### config.mk
export PLATFORM = sky130hd
export DESIGN_NAME = usrxf_top
export DESIGN_NICKNAME = d
export VERILOG_FILES = /design/src/hdl/usrxf_pkg.sv /design/src/hdl/usrxf_top.sv /design/src/hdl/usrxf_sync.sv
export VERILOG_INCLUDE_DIRS = /design/src /design/src/hdl
export SDC_FILE = /design/constraint.sdc
export NUM_CORES = 1
export LEC_CHECK = 0
export BUFFER_PORTS_ARGS = -buffer_cell sky130_fd_sc_hd__buf_2
export CAP_MARGIN = 0
export CELL_PAD_IN_SITES_DETAIL_PLACEMENT = 0
export CELL_PAD_IN_SITES_GLOBAL_PLACEMENT = 1
export CORE_MARGIN = 3
export CORE_UTILIZATION = 23
export CTS_CLUSTER_DIAMETER = 30
export DETAILED_ROUTE_END_ITERATION = 10
export PLACE_DENSITY_LB_ADDON = 0.1
export SLEW_MARGIN = 20
export SYNTH_ARGS = -nofsm -noshare
export SYNTH_HDL_FRONTEND = slang
export SYNTH_SLANG_ARGS = --single-unit
### constraint.sdc
create_clock -name clk_i -period 1.3 [get_ports clk_i]
set_clock_uncertainty 0.2 [all_clocks]
set_input_delay 0.26 -clock clk_i [delete_from_list [all_inputs] [get_ports clk_i]]
set_output_delay 0.26 -clock clk_i [all_outputs]
set_load 0.02 [all_outputs]
### src/hdl/usrxf_consts.svh
// Summary of operation
// - Async all-zero word, missing stop: break
// - Break lasts until a one data bit
// - Break flag sets on break word transfer
// - Break detection raises interrupt request
// - Clear after break end and status read
// - Async: break flag clearing raises end-of-break interrupt
// - Sync: matching transferred word sets shared bit
// - Sync: mismatching transferred word clears shared bit
// - Async: start bit sets character-in-progress
// - Async: final stop bit clears it
// - Break bit doubles as sync found/search
`ifndef USRXF_CONSTS_SVH
`define USRXF_CONSTS_SVH
`define USRXF_DATA_W  8
`define USRXF_ZERO    1'b0
`define USRXF_ONE     1'b1
`endif

### src/hdl/usrxf_pkg.sv
package usrxf_pkg;
   typedef struct packed {
      logic       xfer;       // Word moved into receive buffer
      logic [7:0] data;       // Word value
      logic       stop_ok;    // Stop bit seen as one
   } usrxf_word_s;
   typedef struct packed {
      logic start_det;        // Start bit detected
      logic data_bit_stb;     // A data bit was sampled
      logic data_bit;         // Its value
      logic word_end;         // Final stop bit received
   } usrxf_line_s;
endpackage : usrxf_pkg

### src/hdl/usrxf_top.sv
`timescale 1ns/1ps
`include "usrxf_consts.svh"
module usrxf_top
   import usrxf_pkg::*;
#(
   parameter int DATA_W = `USRXF_DATA_W
) (
   input  wire logic        clk_i,
   input  wire logic        sys_rst_i,
   input  wire logic        sync_fmt_i,
   input  wire usrxf_word_s word_i,
   input  wire usrxf_line_s line_i,
   input  wire logic [7:0]  sync_char_i,
   input  wire logic        sync_fs_wr_i,
   input  wire logic        sync_fs_val_i,
   input  wire logic        stat_rd_i,
   output logic             brk_fs_flag_o,
   output logic             char_assembling_flag_o,
   output logic             brk_irq_o,
   output logic             brk_end_irq_o
);
   ////////////////////////////////////////////////////////////
   // Break detection
   logic in_break_r;
   logic rd_seen_r;
   logic brk_r;

   logic sync_fmt_q;
   // Mode bit is a host setting that may change at any time; costs two cycles of lag
   usrxf_sync u_fmt_sync (
      .clk_i     (clk_i),
      .sys_rst_i (sys_rst_i),
      .d_i       (sync_fmt_i),
      .q_o       (sync_fmt_q)
   );
   wire async_fmt  = ~sync_fmt_q;
   wire brk_word   = async_fmt & word_i.xfer & (word_i.data == '0) & ~word_i.stop_ok;
   wire one_bit    = line_i.data_bit_stb & (line_i.data_bit == `USRXF_ONE);
   wire brk_ends   = in_break_r & one_bit;
   wire rd_done    = rd_seen_r | stat_rd_i;
   // Clear needs both the end and a read; a fresh break word wins
   wire brk_clr    = brk_r & ~brk_word & rd_done & (brk_ends | ~in_break_r);
   wire sync_match = word_i.xfer & (word_i.data == sync_char_i);

   logic brk_nxt;
   always_comb begin
      brk_nxt = brk_r;
      if (sync_fmt_q) begin
         if (sync_fs_wr_i)
            brk_nxt = sync_fs_val_i;
         if (sync_match)
            brk_nxt = `USRXF_ONE;
      end else if (brk_word) begin
         brk_nxt = `USRXF_ONE;
      end else if (brk_clr) begin
         brk_nxt = `USRXF_ZERO;
      end
   end

   always_ff @(posedge clk_i or posedge sys_rst_i) begin
      if (sys_rst_i) begin
         in_break_r    <= `USRXF_ZERO;
         rd_seen_r     <= `USRXF_ZERO;
         brk_r         <= `USRXF_ZERO;
         brk_irq_o     <= `USRXF_ZERO;
         brk_end_irq_o <= `USRXF_ZERO;
      end else begin
         in_break_r    <= brk_word | (in_break_r & ~one_bit);
         rd_seen_r     <= brk_word ? `USRXF_ZERO : (brk_r & rd_done);
         brk_r         <= brk_nxt;
         brk_irq_o     <= brk_word;
         brk_end_irq_o <= async_fmt & brk_clr;
      end
   end
   assign brk_fs_flag_o = brk_r;

   ////////////////////////////////////////////////////////////
   // Shared match / in-progress bit
   logic assembling_r;
   logic assembling_nxt;
   always_comb begin
      assembling_nxt = assembling_r;
      if (sync_fmt_q) begin
         if (word_i.xfer)
            assembling_nxt = sync_match;
      end else if (line_i.start_det) begin
         assembling_nxt = `USRXF_ONE;
      end else if (line_i.word_end) begin
         assembling_nxt = `USRXF_ZERO;
      end
   end
   always_ff @(posedge clk_i or posedge sys_rst_i) begin
      if (sys_rst_i)
         assembling_r <= `USRXF_ZERO;
      else
         assembling_r <= assembling_nxt;
   end
   assign char_assembling_flag_o = assembling_r;
endmodule : usrxf_top

### src/hdl/usrxf_sync.sv
`timescale 1ns/1ps
module usrxf_sync (
   input  wire logic clk_i,
   input  wire logic sys_rst_i,
   input  wire logic d_i,
   output logic      q_o
);
   logic meta_r;
   // Two stages; only the second stage is read
   always_ff @(posedge clk_i or posedge sys_rst_i) begin
      if (sys_rst_i) begin
         meta_r <= 1'b0;
         q_o    <= 1'b0;
      end else begin
         meta_r <= d_i;
         q_o    <= meta_r;
      end
   end
endmodule : usrxf_sync

# Yosys cells after proc, flatten, opt, wreduce, memory -nomap -nowiden

Cells that the tools add are included.

Register bits: 8
Bits of input ports: 28
Output and inout bits: 4

Equality and inequality tests: 3
Multiplexer cells: 10
Bitwise gates (word level): 20
Reductions and logical operators: 5

Operators by type and width:

| cell               | count |
|---|---|
| $and 1x1->1        | 12 |
| $mux 1             | 10 |
| $eq 8x8->1         | 1 |
| $logic_not 8->1    | 1 |
| $reduce_bool 3->1  | 2 |
| $not 1->1          | 5 |
| $reduce_and 2->1   | 2 |
| $ne 3x3->1 const B | 1 |
| $or 1x1->1         | 3 |
| $ne 2x2->1 const B | 1 |

# Depth between registers and ports, before layout

Gate-level depths: netlist of the first run.

Depth after elaboration: 11
Gate-level depth with buffers: 4
Depth with buffers taken out: 4

# Modules after synthesis

Synthesis of the first run repeated with hierarchy kept, for this count alone.

Cell total of the unflattened synthesis: 40
Area total of the unflattened synthesis: 421.7 µm²

By module, submodules not included:

| module     | instances | cells each | area each (µm²) | seq. area each (µm²) |
|---|---|---|---|---|
| usrxf_top  | 1         | 37         | 367.9           | 150.1 |
| usrxf_sync | 1         | 3          | 53.8            | 50.0 |

# Least setup slack after synthesis of the first run

No wires, ideal clock.

Path type: register to register
From: register u_fmt_sync.q_o
To: register brk_end_irq_o
Arrival: 1.056 ns
Setup slack: -0.083 ns
Cell stages (with the launch flop): 5
Buffers on the path: 0
Path through: dfrtp_1 > nor4b_1 > and3_4 > or2_4 > nor3_1

Cells in the longest elaborated chain, start to end: 9

Ends and longest elaborated chain:

| what                      | line             | RTL |
|---|---|---|
| start, declared           | usrxf_sync.sv:6  | `output logic q_o` |
| start signal, assigned    | usrxf_sync.sv:16 | `q_o <= meta_r;` |
| $not 1->1                 | usrxf_top.sv:36  | `wire async_fmt = ~sync_fmt_q;` |
| $and 1x1->1 (3 in series) | usrxf_top.sv:37  | `wire brk_word = async_fmt & word_i.xfer & (word_i.data == '0) & ~word_i.stop_ok;` |
| net brk_word              | usrxf_top.sv:37  |  |
| $not 1->1                 | usrxf_top.sv:42  | `wire brk_clr = brk_r & ~brk_word & rd_done & (brk_ends \| ~in_break_r);` |
| $and 1x1->1 (3 in series) | usrxf_top.sv:42  |  |
| $and 1x1->1               | usrxf_top.sv:72  | `brk_end_irq_o <= async_fmt & brk_clr;` |
| end signal, assigned      | usrxf_top.sv:66  | `` brk_end_irq_o <= `USRXF_ZERO; `` |
| end signal, assigned      | usrxf_top.sv:72  |  |
| end, declared             | usrxf_top.sv:20  | `output logic brk_end_irq_o` |

The timed path passes the listed nets, and every way through them passes these cells.
A chain may end at the register's enable or synchronous reset.

# Final worst setup path of the first run

From: register u_fmt_sync.q_o
To: register assembling_r (netlist: char_assembling_flag_o)

Cells in the longest elaborated chain, start to end: 2

Ends and longest elaborated chain:

| what                                                             | line            | RTL |
|---|---|---|
| $ne 2x2->1 (no line) / $reduce_bool 3->1 (equally long branches) | n/a             |  |
| $reduce_and 2->1 (no line)                                       | n/a             |  |
| end signal, assigned                                             | usrxf_top.sv:94 | `` assembling_r <= `USRXF_ZERO; `` |
| end signal, assigned                                             | usrxf_top.sv:96 | `assembling_r <= assembling_nxt;` |
| end, declared                                                    | usrxf_top.sv:79 | `logic assembling_r;` |

Parallel ways exist; a longest one is shown, timed or not.

==> flow_metrics.env, run 1 <==
export IMPL_status="finished, violations left"
export IMPL_violations="negative setup slack"
export IMPL_totalWireLength_um=1080
export IMPL_syn_to_final_growth_pct=85.3
export IMPL_fmax_mhz=725
export IMPL_required_ns=1.23
export IMPL_clock_path_buffers=2
export IMPL_post_route_period_util=1.06
export IMPL_grt_pass1_wl_um=1730
export IMPL_drv_slew=0
export IMPL_vias_per_cell=4.05
export IMPL_pwr_share_seq=0.441
export IMPL_cpMaxStageDelayCell="dfrtp_2"
export IMPL_startpoint="u_fmt_sync.q_o"
export IMPL_rr_startpoint="u_fmt_sync.q_o"
export IMPL_post_place_ws_ns=-0.227
export IMPL_grt_max_degree=9
export IMPL_cp_end_kind="flip-flop"
export IMPL_nets=116
export IMPL_start_util=0.259
export IMPL_worst_slack_ns=-0.0800
export IMPL_drt_pass1_iter_count=3
export IMPL_p_clk_frac=0.291
export IMPL_clkSlewWorstSetupHoldPaths_ns=0.05
export IMPL_post_route_min_period_ns=1.38
export IMPL_portBuffers=31
export IMPL_sw_frac_of_total=0.253
export IMPL_reg2reg_to="char_assembling_flag_o"
export IMPL_insertion_delay_ns=0.24
export IMPL_drv_cap=0
export IMPL_min_from="line_i[3]"
export IMPL_drtAntennaViolNets=0
export IMPL_place_hpwl_um=907
export IMPL_internal_power_uw=465
export IMPL_yosysWarningCount=0
export IMPL_tightestPinTransition_ns=0.414
export IMPL_antenna_found_initial=0
export IMPL_synth_area_per_cell_um2=10.4
export IMPL_fin_hold_ws_ns=0.0308
export IMPL_slew_headroom=0.721
export IMPL_io_pins=32
export IMPL_rsz0062_at_grt="true"
export IMPL_leakagePower_nw=0.406
export IMPL_root_buffer="clkbuf_4"
export IMPL_startpoint_type="flip-flop"
export IMPL_crit_fanout=4
export IMPL_fp_dieArea_mm2=0.00236
export IMPL_ys_ff_latch=8
export IMPL_worst_path_largest_cell_delay_ns=0.44
export IMPL_diodes=0
export IMPL_synth_cell_type_count=19
export IMPL_die_w_um=48.6
export IMPL_drcViolationCount=0
export IMPL_grt_pass1_vias=445
export IMPL_fp_row_count=14
export IMPL_critical_path_class="flip-flop to flip-flop"
export IMPL_reg2regPathDepth=6
export IMPL_place_gp_congestion=0.686
export IMPL_wl_per_cell_um=9.84
export IMPL_ir_drop_mv=0.599
export IMPL_reg2reg_setup_slack_ns=-0.08
export IMPL_holdPathEnd="char_assembling_flag_o"
export IMPL_final_hold_viol_count=0
export IMPL_p_comb_frac=0.268
export IMPL_vias=445
export IMPL_arrival_ns=1.31
export IMPL_setup_viol=4
export IMPL_core_mm2=0.00161
export IMPL_seq_area_frac_synth=0.480
export IMPL_placed_area_um2=688
export IMPL_synth_nets=68
export IMPL_grtUsageTotal=0.0907
export IMPL_synthCells=40
export IMPL_hold_path_class="primary input to flip-flop"
export IMPL_htreeDepth=1
export IMPL_netlist_area_um2=417
export IMPL_die_y_um=48.6
export IMPL_crit_chain="buf_4 > buf_6 > inv_2 > nand2_1 > a32oi_1 > nand2_1"
export IMPL_p_switching_uw=158
export IMPL_numCtsBuffers=3
export IMPL_drive_gt1_frac=0.651
export IMPL_cts_sinks=8
export IMPL_cts_tree="yes"
export IMPL_worstHoldPathCells=3
export IMPL_crit_top_cell="nand2_1"
export IMPL_grt_ovfl_total=0
export IMPL_drtIter0Drc=4
export IMPL_power_density_mw_per_mm2=808
export IMPL_fin_area_um2=772
## cells by family after synthesis
kind of cell,count (synthesis),synth area share
and+or+nand+nor,16,0.228
xor gates and xnor gates,8,0.168
DFF,8,0.480
AOI/OAI and AO/OA,6,0.105
buffers and inverters,2,0.0180
## cell usage in the layout (no fill, tap or decap), drive strengths merged
cell / instances
buf: 41
dfrtp: 8
xnor2: 7
nand2: 4
clkbuf: 3
nor2: 2
dlygate4sd3: 2
inv: 2
nand3: 2
nor3: 2
o21ai: 2
a32oi: 1
xor2: 1
nand4: 1
or4: 1
nor4b: 1
nor4: 1
and3: 1
a21boi: 1
or2: 1
o31a: 1
o211ai: 1
## state kept, by name, indices dropped and copies added (netlist names)
| signal | cells |
|---|---|
| in_break_r | 1 |
| brk_fs_flag_o | 1 |
| brk_irq_o | 1 |
| brk_end_irq_o | 1 |
| rd_seen_r | 1 |
| char_assembling_flag_o | 1 |
| u_fmt_sync.q_o | 1 |
| u_fmt_sync.meta_r | 1 |
## layer usage
layer,global-route usage,share of wire,wire [µm]
met5,0,0,0
met4,0,0,0
met3,0.0552,0.13,140
met2,0.156,0.45,486
met1,0.102,0.42,455
## Yosys cell counts
master	instances	share of area
o21ai_0	2	0.024
o31a_2	1	0.024
a21boi_0	1	0.018
xor2_1	1	0.021
nor4_1	1	0.015
or2_4	1	0.021
inv_1	2	0.018
nor4b_1	1	0.021
nand4_1	1	0.015
nand3_1	2	0.024
dfrtp_1	8	0.48
o211ai_1	1	0.018
nand2_1	4	0.036
xnor2_1	7	0.15
nor2_1	2	0.018
nor3_1	2	0.024
a32oi_1	1	0.021
or4_4	1	0.027
and3_4	1	0.027
## per-stage QoR
| step | util | instances | total power [mW] | TNS (ns) |
|---|---|---|---|---|
| 2_1_floorplan | - | 40 | 0.348 | -0.129 |
| 3_3_place_gp | 0.427 | 102 | 0.429 | -0.821 |
| 3_5_place_dp | 0.427 | 102 | 0.429 | -0.925 |
| 4_1_cts | 0.461 | 108 | 0.620 | -0.412 |
| 5_1_grt | 0.479 | 110 | 0.658 | -0.479 |
| 6_report | 0.479 | 110 | 0.623 | -0.231 |
## power groups by stage
stage	Clock [mW]	Sequential, mW	Combinational (mW)
5_1_grt	0.197	0.277	0.185
6_report	0.181	0.275	0.167
3_3_place_gp	0	0.279	0.150
4_1_cts	0.188	0.275	0.156
2_1_floorplan	0	0.290	0.0575
3_5_place_dp	0	0.279	0.150
## area by class of cell
type | count | area, µm²
tap | 24 | 30.0
fill | 172 | 840
inverter | 2 | 7.51
clock buffer | 3 | 22.5
timing repair buffer | 43 | 254
multi-input combinational | 30 | 256
sequential | 8 | 201
## how the worst max path moves through the flow
stage / cells after the start / slack (ns) / endpoint
finish: 6 / -0.08 / char_assembling_flag_o
global placement: 5 / -0.22 / char_assembling_flag_o
global route: 6 / -0.12 / char_assembling_flag_o
floorplan: 4 / -0.05 / brk_end_irq_o
CTS: 4 / -0.14 / brk_end_irq_o
detailed placement: 5 / -0.23 / brk_fs_flag_o
## critical path, delay by kind of cell, from the launching register on
kind,cells,cell delay [ns]
AO/OA/AOI/OAI,1,0.21
buffers and inverters,3,0.31
AND/OR/NAND/NOR,2,0.11
flip-flops,1,0.44
## timing repair
item,4_1_cts,5_1_grt
pin swaps,4,2
hold buffers,2,0
endpoints found under the setup margin,6,7
hold endpoints to repair,9,0
gates resized for setup,1,4
buffers inserted,1,2
Note: power is estimated with default switching activity, not from simulation.
==> inputs of run 2 (changes only) <==
--- a/config.mk
+++ b/config.mk
@@ -14,7 +14,9 @@
 export CORE_UTILIZATION = 23
 export CTS_CLUSTER_DIAMETER = 30
 export DETAILED_ROUTE_END_ITERATION = 10
+export HOLD_SLACK_MARGIN = 0.06
 export PLACE_DENSITY_LB_ADDON = 0.1
+export RECOVER_POWER = 50
 export SLEW_MARGIN = 20
 export SYNTH_ARGS = -nofsm -noshare
 export SYNTH_HDL_FRONTEND = slang
==> run 2 against run 1 <==
Compared with the run above: the run still ends with negative setup slack left; clock power about the same; final area increased by 1.3%; core utilization up 0.62 points; hold slack better by 0.064 ns; sequential share of layout area is 0.33 points lower; first-iteration DRC count did not move; sequential power hardly changed; global-route usage up 0.065 points; combinational power hardly changed; critical endpoint unchanged; maximum frequency barely moved; register-to-register slack barely moved; sequential cell count unchanged.
==> flow_metrics.env, run 2 (synthesized netlist as in run 1, its figures left out) <==
export IMPL_drtAntennaViolNets=0
export IMPL_violations="negative setup slack"
export IMPL_post_route_min_period_ns=1.38
export IMPL_n_fill_cell=171
export IMPL_final_hold_viol_count=0
export IMPL_leakagePower_nw=0.410
export IMPL_setup_viol=4
export IMPL_ir_drop_mv=0.599
export IMPL_power_density_mw_per_mm2=800
export IMPL_drive_gt1_frac=0.644
export IMPL_rsz0062_at_grt="true"
export IMPL_drv_cap=0
export IMPL_diodes=0
export IMPL_worstHoldPathCells=3
export IMPL_clock_path_buffers=2
export IMPL_fmax_mhz=725
export IMPL_busiest_layer="met2"
export IMPL_place_inst=102
export IMPL_startpoint_type="flip-flop"
export IMPL_slew_headroom=0.721
export IMPL_grt_use_met2=0.156
export IMPL_numCtsBuffers=3
export IMPL_post_route_period_util=1.06
export IMPL_portBuffers=31
export IMPL_cts_sinks=8
export IMPL_layout_commonest_cell="buf_2"
export IMPL_start_util=0.259
export IMPL_vias_per_cell=4.05
export IMPL_arrival_ns=1.31
export IMPL_holdPathEnd="brk_fs_flag_o"
export IMPL_status="finished, violations left"
export IMPL_drcViolationCount=0
export IMPL_min_from="sync_fs_val_i"
export IMPL_critical_path_class="flip-flop to flip-flop"
export IMPL_met1_usage=0.104
export IMPL_grt_pass1_vias=447
export IMPL_required_ns=1.23
export IMPL_io_pins=32
export IMPL_drt_pass1_iter_count=3
export IMPL_wl_per_cell_um=9.77
export IMPL_place_gp_congestion=0.686
export IMPL_fin_tns_setup_ns=-0.231
export IMPL_hold_path_class="primary input to flip-flop"
export IMPL_final_cell_mix="buf_2, buf_4, dfrtp_1, nand2_1, xnor2_1"
export IMPL_root_buffer="clkbuf_4"
export IMPL_cp_end_kind="flip-flop"
export IMPL_nets=117
export IMPL_drtIter0Drc=4
export IMPL_crit_fanout=4
export IMPL_drv_slew=0
export IMPL_worst_slack_ns=-0.0800
export IMPL_totalWireLength_um=1080
export IMPL_htreeDepth=1
export IMPL_insertion_delay_ns=0.24
export IMPL_grt_max_degree=9
export IMPL_place_hpwl_um=907
export IMPL_rr_startpoint="u_fmt_sync.q_o"
export IMPL_grtUsageTotal=0.0914
export IMPL_die_w_um=48.6
export IMPL_fp_dieArea_mm2=0.00236
export IMPL_finalNonFillerCells=111
export IMPL_reg2regPathDepth=6
export IMPL_grt_ovfl_total=0
export IMPL_grt_pass1_wl_um=1750
export IMPL_syn_to_final_growth_pct=87.7
export IMPL_tightestPinTransition_ns=0.414
export IMPL_cts_tree="yes"
export IMPL_die_y_um=48.6
export IMPL_vias=449
export IMPL_fin_hold_ws_ns=0.0944
export IMPL_fp_row_count=14
export IMPL_core_mm2=0.00161
export IMPL_reg2reg_setup_slack_ns=-0.08
export IMPL_grt_use_met3=0.0552
export IMPL_clkSlewWorstSetupHoldPaths_ns=0.05
export IMPL_reg2reg_to="char_assembling_flag_o"
export IMPL_antenna_found_initial=0
-- run 2: cell types whose count changed in the layout (fill, tap and decap cells not counted) --
cell,previous run,this run
dlygate4sd3_1,2,3
-- run 2: worst max-delay path by stage --
stage / from / to / slack [ns] / cells after the start
finish: u_fmt_sync.q_o / char_assembling_flag_o / -0.08 / 6
global placement: word_i[7] / char_assembling_flag_o / -0.22 / 5
detailed placement: word_i[7] / brk_fs_flag_o / -0.23 / 5
floorplan: u_fmt_sync.q_o / brk_end_irq_o / -0.05 / 4
CTS: u_fmt_sync.q_o / brk_end_irq_o / -0.14 / 4
global route: u_fmt_sync.q_o / char_assembling_flag_o / -0.12 / 6
-- run 2: routing by layer --
metal	wire, µm	up-vias	share of wire
met5	0	-	0
met2	486	27	0.45
met1	457	186	0.42
li1	-	236	-
met4	0	0	0
met3	140	0	0.13
-- run 2: critical path: stages, from the launching register on --
cell and delay [ns]:
dfrtp_2 0.44, buf_4 0.15, buf_6 0.12, inv_2 0.04
nand2_1 0.04, a32oi_1 0.21, nand2_1 0.07
-- run 2: repair_timing --
item                                    4_1_cts  5_1_grt
buffers inserted                              1        2
endpoints found under the hold margin        10        0
hold buffers                                  3        0
endpoints found under the setup margin        6        7
pin swaps                                     4        2
gates resized for setup                       1        4
-- run 2: report_power, final --
group	internal (mW)	switching [mW]
combinational	0.0968	0.0727
clock	0.105	0.0762
sequential	0.265	0.00942
-- run 2: layout make-up --
class	count	area [µm²]	share of cell area
well taps	24	30.0	0.0384
clock buffers	3	22.5	0.0288
multi-input cells	30	256	0.328
flip-flops and latches	8	201	0.258
repair buffers	44	264	0.338
inverters	2	7.51	0.00960
-- run 2: stage by stage --
stage               setup WS (ns)   util  power [mW]  cell area [µm²]
floorplan                 -0.0503      -       0.348              450
global placement           -0.222  0.427       0.429              688
detailed placement         -0.227  0.427       0.429              688
CTS                        -0.140  0.467       0.622              753
global route               -0.122  0.485       0.661              782
finish                    -0.0800  0.485       0.626              782
